$ cat config.mk
export PLATFORM = sky130hd
export DESIGN_NAME = btc_burst_trigger_controller
export DESIGN_NICKNAME = d
export VERILOG_FILES = /design/src/logic/btc_pkg.sv /design/src/logic/btc_burst_trigger_controller.sv /design/src/logic/btc_sync2.sv
export SDC_FILE = /design/constraint.sdc
export NUM_CORES = 1
export LEC_CHECK = 0
export BUFFER_PORTS_ARGS = -buffer_cell sky130_fd_sc_hd__buf_4
export CORE_MARGIN = 4
export CORE_UTILIZATION = 54
export DETAILED_ROUTE_END_ITERATION = 6
export PLACE_DENSITY = 0.73
export SLEW_MARGIN = 30
export SYNTH_ARGS = -nofsm -noshare
export SYNTH_HDL_FRONTEND = slang
export SYNTH_SLANG_ARGS = --single-unit
$ cat constraint.sdc
create_clock -name ref_clk -period 8.3 [get_ports ref_clk]
set_input_delay 0.415 -clock ref_clk [delete_from_list [all_inputs] [get_ports ref_clk]]
set_output_delay 0.415 -clock ref_clk [all_outputs]
set_load 0.01 [all_outputs]
$ cat src/logic/btc_pkg.sv
/*
  Constants for the burst and trigger controller: source and shape codes,
  limits, reset values and timing counts.
  Assumes a 25 MHz ref_clk; all time settings arrive as ref_clk cycle counts.
*/
package btc_pkg;
  // Trigger sources
  localparam logic [1:0] SRC_INTERNAL = 2'h0;
  localparam logic [1:0] SRC_EXTERNAL = 2'h1;
  localparam logic [1:0] SRC_REMOTE = 2'h2;
  // Waveform shapes
  localparam logic [2:0] SHAPE_SINE = 3'h0;
  localparam logic [2:0] SHAPE_SQUARE = 3'h1;
  localparam logic [2:0] SHAPE_RAMP = 3'h2;
  localparam logic [2:0] SHAPE_PULSE = 3'h3;
  localparam logic [2:0] SHAPE_NOISE = 3'h4;
  localparam logic [2:0] SHAPE_ARB = 3'h5;
  // Clock
  localparam int CLK_PERIOD_NS = 40;
  // Burst period
  localparam int PERIOD_W = 34;
  localparam int PERIOD_MIN_NS = 1000;
  localparam longint PERIOD_MAX_S = 500;
  localparam longint PERIOD_DEFAULT_NS = 10000000;
  localparam logic [PERIOD_W-1:0] PERIOD_MIN_CYC =
    PERIOD_W'((PERIOD_MIN_NS + CLK_PERIOD_NS - 1) / CLK_PERIOD_NS);
  localparam logic [PERIOD_W-1:0] PERIOD_MAX_CYC =
    PERIOD_W'(PERIOD_MAX_S * 64'd1000000000 / CLK_PERIOD_NS);
  localparam logic [PERIOD_W-1:0] PERIOD_DEFAULT_CYC =
    PERIOD_W'(PERIOD_DEFAULT_NS / CLK_PERIOD_NS);
  // Trigger delay
  localparam int DELAY_W = 32;
  localparam longint DELAY_MAX_S = 85;
  localparam logic [DELAY_W-1:0] DELAY_MAX_CYC =
    DELAY_W'(DELAY_MAX_S * 64'd1000000000 / CLK_PERIOD_NS);
  localparam logic [DELAY_W-1:0] DELAY_DEFAULT_CYC = 32'h0;
  // Burst count
  localparam int COUNT_W = 20;
  localparam logic [COUNT_W-1:0] COUNT_MAX = 20'hf4240;
  localparam logic [COUNT_W-1:0] COUNT_DEFAULT = 20'h1;
  // Start phase: degrees in 1/32 steps, radians as Q4.12
  localparam int PHASE_W = 16;
  localparam logic signed [PHASE_W-1:0] PHASE_MAX = 16'sh2d00;
  localparam logic signed [PHASE_W-1:0] PHASE_DEFAULT = 16'sh0;
  localparam logic signed [16:0] RAD_TO_DEG_MUL = 17'sh00729;
  localparam int RAD_FRAC = 12;
  // Remote trigger output pulse, strictly wider than the least width
  localparam int TRIG_PULSE_NS = 1000;
  localparam logic [4:0] TRIG_PULSE_CYC = 5'(TRIG_PULSE_NS / CLK_PERIOD_NS + 1);
  // Standard event status
  localparam int EVENT_OPC_BIT = 0;
endpackage : btc_pkg

$ cat src/logic/btc_burst_trigger_controller.sv
/*
  Burst and trigger sequencer: configuration store, trigger sources, delay,
  burst cycle counting, gated bursts, trigger output and completion flag.
  Assumes a waveform engine that pulses cycleEnd at each cycle end and follows
  waveRun and enginePhase; configuration arrives with a one-cycle cfgLoad.
*/
`timescale 1ns/1ns
// Summary of operation
// - Start phase accepted between -360 and +360 degrees, default zero.
// - Phase referenced to shape zero crossing or first point; pulse, noise ignore it.
// - Gate inactive: finish current cycle, then stop holding start-phase level.
// - Burst enable defaults off, reads 0/1, forces sweep and modulation off.
// - Phase written in degrees or radians; display value always degrees.
// - Source selector: internal, external pin, remote; default internal.
// - Internal source launches bursts repeatedly, spaced by the burst period.
// - External source: one burst per selected edge; edges during burst ignored.
// - Remote source: one burst per command; waiting indicator lit meanwhile.
// - External or remote source keep count and phase, ignore period.
// - Waveform waveform_command_a command resets source selector to internal.
// - Pending completion request sets event status bit 0 at burst end.
// - Triggered mode waits programmed delay, 0 to 85 s, default zero.
// - External trigger on rising or falling edge, default rising.
// - Gate input active-high or active-low, default active-high.
// - Enabled trigger output marks burst start with chosen leading edge.
// - Internal source: trigger output half-duty square, period equals burst period.
// - External source or gated kind disables the trigger output.
// - Remote source: trigger output pulse wider than one microsecond per burst.
// - Trigger output enable defaults off, reads back 0 or 1.
// - Burst count 1 to 1,000,000 or infinite, default one.
// - Burst period 1 us to 500 s, default 10 ms.
// - Gated noise stops immediately when gate goes inactive.
module btc_burst_trigger_controller import btc_pkg::*; #(
  parameter logic [PERIOD_W-1:0] PERIOD_DEFAULT = PERIOD_DEFAULT_CYC,
  parameter logic [PERIOD_W-1:0] PERIOD_MAX = PERIOD_MAX_CYC,
  parameter logic [DELAY_W-1:0] DELAY_MAX = DELAY_MAX_CYC
) (
  // Clock and reset
  input wire logic ref_clk,
  input wire logic rst,
  // Configuration load
  input wire logic cfgLoad,
  input wire logic cfgBurstEnable,
  input wire logic cfgGatedKind,
  input wire logic [1:0] cfgSource,
  input wire logic [COUNT_W-1:0] cfgCount,
  input wire logic cfgCountInfinite,
  input wire logic [PERIOD_W-1:0] cfgInternalBurstPeriod,
  input wire logic [DELAY_W-1:0] cfgDelay,
  input wire logic signed [PHASE_W-1:0] cfgPhase,
  input wire logic cfgUnitRadians,
  input wire logic cfgInputEdgeSelect,
  input wire logic cfgActiveLowGate,
  input wire logic cfgTrigOutEnable,
  input wire logic cfgOutputEdgeSelect,
  input wire logic cfgSweepOn,
  input wire logic cfgModulationOn,
  input wire logic waveformCommandA,
  input wire logic [2:0] waveShape,
  // Trigger and event inputs
  input wire logic extTrigPin,
  input wire logic remoteTrigger,
  input wire logic opcRequest,
  input wire logic eventStatusClear,
  input wire logic cycleEnd,
  // Readback
  output logic burstEnable,
  output logic burstKindSelect,
  output logic [1:0] triggerSource,
  output logic trigOutEnable,
  output logic sweepOn,
  output logic modulationOn,
  output logic signed [PHASE_W-1:0] phaseDegrees,
  // Engine control and status
  output logic signed [PHASE_W-1:0] enginePhase,
  output logic waveRun,
  output logic burstDone,
  output logic waitingForRemote,
  output logic trigOut,
  output logic eventStatusOpc
);
  typedef enum logic [2:0] {
    ST_IDLE, ST_DELAY, ST_RUN, ST_GATE_RUN, ST_GATE_FINISH
  } btc_state_t;

  btc_state_t state;
  logic [COUNT_W-1:0] burstCount;
  logic countInfinite;
  logic [PERIOD_W-1:0] internalBurstPeriod;
  logic [DELAY_W-1:0] trigDelay;
  logic inputEdgeSelect;
  logic activeLowGate;
  logic outputEdgeSelect;
  logic [PERIOD_W-1:0] unusedLow;
  logic signed [PHASE_W-1:0] next_phaseDegrees;
  logic signed [32:0] radProduct;
  logic signed [PHASE_W-1:0] rawDeg;
  logic [COUNT_W-1:0] next_count;
  logic [PERIOD_W-1:0] next_period;
  logic extSync;
  logic extPrev;
  logic extEdge;
  logic gateActive;
  logic triggeredOn;
  logic fire;
  logic burstStart;
  logic [PERIOD_W-1:0] periodCount;
  logic [PERIOD_W-1:0] squareCount;
  logic squareRunning;
  logic [4:0] pulseCount;
  logic [COUNT_W-1:0] cyclesDone;
  logic [DELAY_W-1:0] delayCount;
  logic opcPending;
  logic trigActive;
  logic trigAllowed;

  assign unusedLow = 34'h0;

  // Phase conversion and range limit
  always_comb begin
    radProduct = cfgPhase * RAD_TO_DEG_MUL;
    rawDeg = cfgUnitRadians ? PHASE_W'(radProduct >>> RAD_FRAC) : cfgPhase;
    if (rawDeg > PHASE_MAX) begin
      next_phaseDegrees = PHASE_MAX;
    end else if (rawDeg < -PHASE_MAX) begin
      next_phaseDegrees = -PHASE_MAX;
    end else begin
      next_phaseDegrees = rawDeg;
    end
  end

  // Count and period limits
  always_comb begin
    if (cfgCount == unusedLow[COUNT_W-1:0]) begin
      next_count = COUNT_DEFAULT;
    end else if (cfgCount > COUNT_MAX) begin
      next_count = COUNT_MAX;
    end else begin
      next_count = cfgCount;
    end
    if (cfgInternalBurstPeriod < PERIOD_MIN_CYC) begin
      next_period = PERIOD_MIN_CYC;
    end else if (cfgInternalBurstPeriod > PERIOD_MAX) begin
      next_period = PERIOD_MAX;
    end else begin
      next_period = cfgInternalBurstPeriod;
    end
  end

  // Configuration store
  always_ff @(posedge ref_clk) begin
    if (rst) begin
      burstEnable <= 1'b0;
      burstKindSelect <= 1'b0;
      triggerSource <= SRC_INTERNAL;
      trigOutEnable <= 1'b0;
      sweepOn <= 1'b0;
      modulationOn <= 1'b0;
      phaseDegrees <= PHASE_DEFAULT;
      burstCount <= COUNT_DEFAULT;
      countInfinite <= 1'b0;
      internalBurstPeriod <= PERIOD_DEFAULT;
      trigDelay <= DELAY_DEFAULT_CYC;
      inputEdgeSelect <= 1'b0;
      activeLowGate <= 1'b0;
      outputEdgeSelect <= 1'b0;
    end else if (waveformCommandA) begin
      triggerSource <= SRC_INTERNAL;
    end else if (cfgLoad) begin
      burstEnable <= cfgBurstEnable;
      burstKindSelect <= cfgGatedKind;
      triggerSource <= (cfgSource == SRC_EXTERNAL || cfgSource == SRC_REMOTE) ?
        cfgSource : SRC_INTERNAL;
      trigOutEnable <= cfgTrigOutEnable && !cfgGatedKind &&
        cfgSource != SRC_EXTERNAL;
      sweepOn <= cfgSweepOn && !cfgBurstEnable;
      modulationOn <= cfgModulationOn && !cfgBurstEnable;
      phaseDegrees <= next_phaseDegrees;
      burstCount <= next_count;
      countInfinite <= cfgCountInfinite;
      internalBurstPeriod <= next_period;
      trigDelay <= (cfgDelay > DELAY_MAX) ? DELAY_MAX : cfgDelay;
      inputEdgeSelect <= cfgInputEdgeSelect;
      activeLowGate <= cfgActiveLowGate;
      outputEdgeSelect <= cfgOutputEdgeSelect;
    end
  end

  // Phase handed to the engine
  always_ff @(posedge ref_clk) begin
    if (rst) begin
      enginePhase <= PHASE_DEFAULT;
    end else if (waveShape == SHAPE_PULSE || waveShape == SHAPE_NOISE) begin
      enginePhase <= PHASE_DEFAULT;
    end else begin
      enginePhase <= phaseDegrees;
    end
  end

  // Trigger input
  btc_sync2 extSyncInst (
    .ref_clk(ref_clk),
    .rst(rst),
    .levelIn(extTrigPin),
    .levelOut(extSync)
  );

  always_ff @(posedge ref_clk) begin
    if (rst) begin
      extPrev <= 1'b0;
    end else begin
      extPrev <= extSync;
    end
  end

  assign extEdge = inputEdgeSelect ? (extPrev && !extSync) : (!extPrev && extSync);
  assign gateActive = extSync ^ activeLowGate;
  assign triggeredOn = burstEnable && !burstKindSelect;

  // Trigger selection, accepted only while idle
  always_comb begin
    fire = 1'b0;
    if (triggeredOn && state == ST_IDLE) begin
      unique case (triggerSource)
        SRC_INTERNAL: fire = (periodCount == unusedLow[PERIOD_W-1:0]);
        SRC_EXTERNAL: fire = extEdge;
        SRC_REMOTE: fire = remoteTrigger;
        default: fire = 1'b0;
      endcase
    end
  end

  // Internal period timer, start to start
  always_ff @(posedge ref_clk) begin
    if (rst || !triggeredOn || triggerSource != SRC_INTERNAL) begin
      periodCount <= unusedLow[PERIOD_W-1:0];
    end else if (periodCount == internalBurstPeriod - 1'b1) begin
      periodCount <= unusedLow[PERIOD_W-1:0];
    end else if (periodCount != unusedLow[PERIOD_W-1:0] || fire) begin
      periodCount <= periodCount + 1'b1;
    end
  end

  assign burstStart = (fire && trigDelay == DELAY_DEFAULT_CYC) ||
    (state == ST_DELAY && delayCount == DELAY_DEFAULT_CYC + 1'b1);

  // Burst sequencer
  always_ff @(posedge ref_clk) begin
    if (rst) begin
      state <= ST_IDLE;
      waveRun <= 1'b0;
      cyclesDone <= unusedLow[COUNT_W-1:0];
      delayCount <= DELAY_DEFAULT_CYC;
      burstDone <= 1'b0;
    end else begin
      burstDone <= 1'b0;
      if (!burstEnable) begin
        state <= ST_IDLE;
        waveRun <= 1'b0;
      end else begin
        unique case (state)
          ST_IDLE: begin
            cyclesDone <= unusedLow[COUNT_W-1:0];
            if (burstKindSelect) begin
              if (gateActive) begin
                state <= ST_GATE_RUN;
                waveRun <= 1'b1;
              end
            end else if (burstStart) begin
              state <= ST_RUN;
              waveRun <= 1'b1;
            end else if (fire) begin
              state <= ST_DELAY;
              delayCount <= trigDelay;
            end
          end
          ST_DELAY: begin
            delayCount <= delayCount - 1'b1;
            if (burstStart) begin
              state <= ST_RUN;
              waveRun <= 1'b1;
            end
          end
          ST_RUN: begin
            if (cycleEnd) begin
              cyclesDone <= cyclesDone + 1'b1;
              if (!countInfinite && cyclesDone + 1'b1 >= burstCount) begin
                state <= ST_IDLE;
                waveRun <= 1'b0;
                burstDone <= 1'b1;
              end
            end
          end
          ST_GATE_RUN: begin
            if (!gateActive || !burstKindSelect) begin
              if (waveShape == SHAPE_NOISE || cycleEnd) begin
                state <= ST_IDLE;
                waveRun <= 1'b0;
                burstDone <= 1'b1;
              end else begin
                state <= ST_GATE_FINISH;
              end
            end
          end
          ST_GATE_FINISH: begin
            if (cycleEnd || waveShape == SHAPE_NOISE) begin
              state <= ST_IDLE;
              waveRun <= 1'b0;
              burstDone <= 1'b1;
            end
          end
        endcase
      end
    end
  end

  // Remote waiting indicator
  always_ff @(posedge ref_clk) begin
    if (rst) begin
      waitingForRemote <= 1'b0;
    end else begin
      waitingForRemote <= triggeredOn && triggerSource == SRC_REMOTE &&
        state == ST_IDLE && !fire;
    end
  end

  // Completion flag, the set wins over a clear
  always_ff @(posedge ref_clk) begin
    if (rst) begin
      opcPending <= 1'b0;
      eventStatusOpc <= 1'b0;
    end else begin
      if (burstDone && opcPending) begin
        eventStatusOpc <= 1'b1;
      end else if (eventStatusClear) begin
        eventStatusOpc <= 1'b0;
      end
      if (opcRequest) begin
        opcPending <= 1'b1;
      end else if (burstDone) begin
        opcPending <= 1'b0;
      end
    end
  end

  // Trigger output shaping
  always_ff @(posedge ref_clk) begin
    if (rst || triggerSource != SRC_INTERNAL || !triggeredOn) begin
      squareCount <= unusedLow[PERIOD_W-1:0];
      squareRunning <= 1'b0;
    end else if (burstStart) begin
      squareCount <= unusedLow[PERIOD_W-1:0];
      squareRunning <= 1'b1;
    end else if (squareRunning) begin
      squareCount <= (squareCount == internalBurstPeriod - 1'b1) ?
        unusedLow[PERIOD_W-1:0] : squareCount + 1'b1;
    end
  end

  always_ff @(posedge ref_clk) begin
    if (rst) begin
      pulseCount <= 5'h0;
    end else if (burstStart && triggerSource == SRC_REMOTE) begin
      pulseCount <= TRIG_PULSE_CYC;
    end else if (pulseCount != 5'h0) begin
      pulseCount <= pulseCount - 1'b1;
    end
  end

  assign trigAllowed = trigOutEnable && triggeredOn && triggerSource != SRC_EXTERNAL;
  assign trigActive = (triggerSource == SRC_INTERNAL) ?
    (burstStart || (squareRunning && squareCount + 1'b1 < (internalBurstPeriod >> 1))) :
    (burstStart || pulseCount > 5'h1);

  always_ff @(posedge ref_clk) begin
    if (rst) begin
      trigOut <= 1'b0;
    end else if (trigAllowed) begin
      trigOut <= trigActive ^ outputEdgeSelect;
    end else begin
      trigOut <= 1'b0;
    end
  end
endmodule : btc_burst_trigger_controller

$ cat src/logic/btc_sync2.sv
/*
  Two-flop synchroniser for one level.
  Assumes the input may change at any time relative to ref_clk.
*/
`timescale 1ns/1ns
module btc_sync2 (
  // Clock and reset
  input wire logic ref_clk,
  input wire logic rst,
  // Level
  input wire logic levelIn,
  output logic levelOut
);
  logic stage1;

  always_ff @(posedge ref_clk) begin
    if (rst) begin
      stage1 <= 1'b0;
      levelOut <= 1'b0;
    end else begin
      stage1 <= levelIn;
      levelOut <= stage1;
    end
  end
endmodule : btc_sync2

==> impl_metrics.tcl <==
set metrics [dict create \
    drt_iter0_markers 1346 \
    cts_tree "yes" \
    synthTopCellsByArea "dfxtp_1, ha_1, xnor2_1" \
    grt_max_degree 94 \
    cts_resized 0 \
    synth_fp_nets 2793 \
    leakagePower_nw 9.33 \
    yosysMostFrequentCell "dfxtp_1" \
    area_growth_pct 12.9 \
    worstSetupPathType "input port to flip-flop" \
    grt_pass1_vias 17267 \
    hpwl_microns 43100 \
    yosysUniqueCellTypes 95 \
    cts_made_buffers 31 \
    slowest_delay_ns 0.62 \
    cpMostUsedCell "fa_1" \
    end_kind "flip-flop" \
    avgSynthCellArea_sq_um 8.06 \
    num_vias 18179 \
    clock_sinks 267 \
    swShare_pct 38.6 \
    final_antenna_net_count 0 \
    cp_max_fo 10 \
    grt.met1_usage_pct 38.8 \
    root_buffer "clkbuf_16" \
    relSlewSlack_pct 42.5 \
    slowest_stage "a211oi_1" \
    ys_seq_area_share_pct 27.0 \
    gr-usage-met3_pct 4.96 \
    status "finished clean" \
    synth-edff-count 0 \
    netlist_area_sq_mm 0.0198 \
    clk_path_buf_depth 3 \
    place_congestion 0.903 \
    period_minus_slack_ns 6.12 \
    initial_core_util_pct 55.2 \
    max_freq_mhz 163 \
    core_sq_mm 0.0358 \
    first_pass_iters 6 \
    power-per-cell-area_mw_per_mm2 224 \
    path_cells "buf_4 > ha_1 > fa_1 > inv_1 > fa_1 > fa_1 > fa_1 > inv_1 > ha_1 > and4_1 > nand4_1 > o31a_1 > o211a_1 > o311ai_0 > xnor2_1 > a21o_1 > nor4_1 > a211oi_1 > nand3_2 > o21ai_0" \
    netlist_instances 2455 \
    hold_buffers 0 \
    post-route-drc-count 0 \
    fin_nets 2877 \
    die_area_sq_mm 0.0398 \
    fillers 3190 \
    top_usage_layer "met2" \
    antenna_cells 0 \
    grtUsageMet2_pct 44.5 \
    grt_use_total_pct 27.9 \
    antenna_found_initial 0 \
    synth-async-reset-ratio_pct 0 \
    synth_ff_type "dfxtp_1" \
    tns_ns 0 \
    hp-class "input port to flip-flop" \
    power.switching_mw 1.93 \
    cts_max_level 1 \
    clk_pin_slew_worst_paths_ns 0.06 \
    combPwrFrac_pct 42.4 \
    post_cts_buffers 0 \
    holdWs_ns 0.0287 \
    wl_per_cell_microns 18.9 \
    finalHoldViolations 0 \
    io_buffers 169 \
    yosys.area.top_type "dfxtp_1" \
    ir_drop_uv 168 \
    critPathLaunchType "input port" \
    cap_violations 0 \
    required_ns 8.82 \
    power.internal_mw 3.07 \
    io_pins 170 \
    rows 69 \
    routed_wl_microns 57300 \
    die_h_microns 199 \
    drv_slew 0 \
    netlist.area_leader.share_pct 27.0 \
    clk_latency_ns 0.59 \
    rsz0062_at_grt "false" \
    ys_ff_latch 267 \
    viasPerCell 6.01 \
    setup-violations-final 0 \
    post-route-period-util_pct 73.8 \
    netlist_top_cells_count "dfxtp_1, nor2_1, nand2_1, inv_1, ha_1" \
    drive_gt1_share_pct 12.3 \
    worstMarginPinSlew_ns 0.855 \
    finClkSkew_ns 0.0228 \
    die_x_microns 199 \
    pwr-share-seq_pct 28.2 \
    grt_overflow 0 \
    p_clk_share_pct 29.5 \
    grt_pass1_wl_microns 90600 \
    yosysWarningCount 0 \
    arrival_ns 6.64 \
]
==> layout by cell type (no fill, tap or decap), drive strengths merged, types with 24 or more instances in the layout <==
cell type	count
a21oi	131
buf	185
xnor2	125
a211oi	41
a22oi	73
and2	24
nand4	42
ha	162
xor2	77
nor2	261
nor3	82
nor4	52
and3	43
fa	50
nand2	191
inv	180
clkbuf	34
dfxtp	267
nand3	88
a21o	32
o21ai	129
==> sequential cells by signal (all words and copies together) (netlist names), 2 cells and up <==
name,count
triggerSource,2
cyclesDone,20
internalBurstPeriod,34
trigDelay,32
state,3
periodCount,34
delayCount,32
pulseCount,5
phaseDegrees,16
enginePhase,16
squareCount,34
burstCount,20
==> path summary, 6_finish.rpt <==
| kind | cells after the start | slack, ns | startpoint | endpoint |
|---|---|---|---|---|
| min | 2 | 0.03 | waveformCommandA | triggerSource[0] |
| min reg2reg | 2 | 0.46 | burstCount[19] | burstCount[19] |
| max | 20 | 2.18 | cfgPhase[8] | phaseDegrees[3] |
| max reg2reg | 17 | 3.21 | squareCount[2] | trigOut |
==> layout make-up <==
class                   instances  area, sq um  area share, %
flip-flops and latches        267         5350           23.9
well taps                     461          577           2.58
inverters                     179          672           3.01
clock inverters                24          300           1.34
clock buffers                  34          807           3.61
multi-input cells            1875        13300           59.3
repair buffers                185         1390           6.23
==> routing by layer <==
metal  wire length, microns  share of wire [%]
met1                  25500                 45
met2                  25700                 45
met3                   4270                7.5
met4                   1730                3.0
met5                      0                  0
==> cells by family after synthesis <==
| logic type | synth area share, % |
|---|---|
| buffers and inverters | 6.23 |
| DFF | 27.0 |
| and+or+nand+nor | 22.8 |
| AOI/OAI and AO/OA | 18.1 |
| muxes | 1.16 |
| adders and majority gates | 15.3 |
| xor gates and xnor gates | 9.28 |
==> power by group through the flow <==
stage	clock network, mW	logic (mW)	registers (mW)
floorplan	0	1.56	1.42
global placement	0	2.07	1.43
detailed placement	0	2.08	1.43
CTS	1.50	2.09	1.41
global route	1.55	2.36	1.41
finish	1.47	2.12	1.41
==> critical path, delay by kind of cell <==
| kind | cells | cell delay [ns] |
|---|---|---|
| xor+xnor | 1 | 0.19 |
| buf+inv | 3 | 0.27 |
| simple gates | 4 | 0.84 |
| fa+ha+maj | 6 | 2.88 |
| compound gates | 6 | 2.03 |
==> per-stage QoR <==
stage	std cells	power [mW]	util, %	setup WS [ns]	instance area [sq um]
3_5_place_dp	2967	3.51	59.3	1.60	21200
6_report	3025	5.00	62.4	2.18	22300
4_1_cts	3025	5.00	62.4	2.23	22300
5_1_grt	3025	5.33	62.4	1.85	22300
2_1_floorplan	2455	2.97	-	2.37	19800
3_3_place_gp	2967	3.50	59.2	1.75	21200
Power figures use the tool's default switching activity.
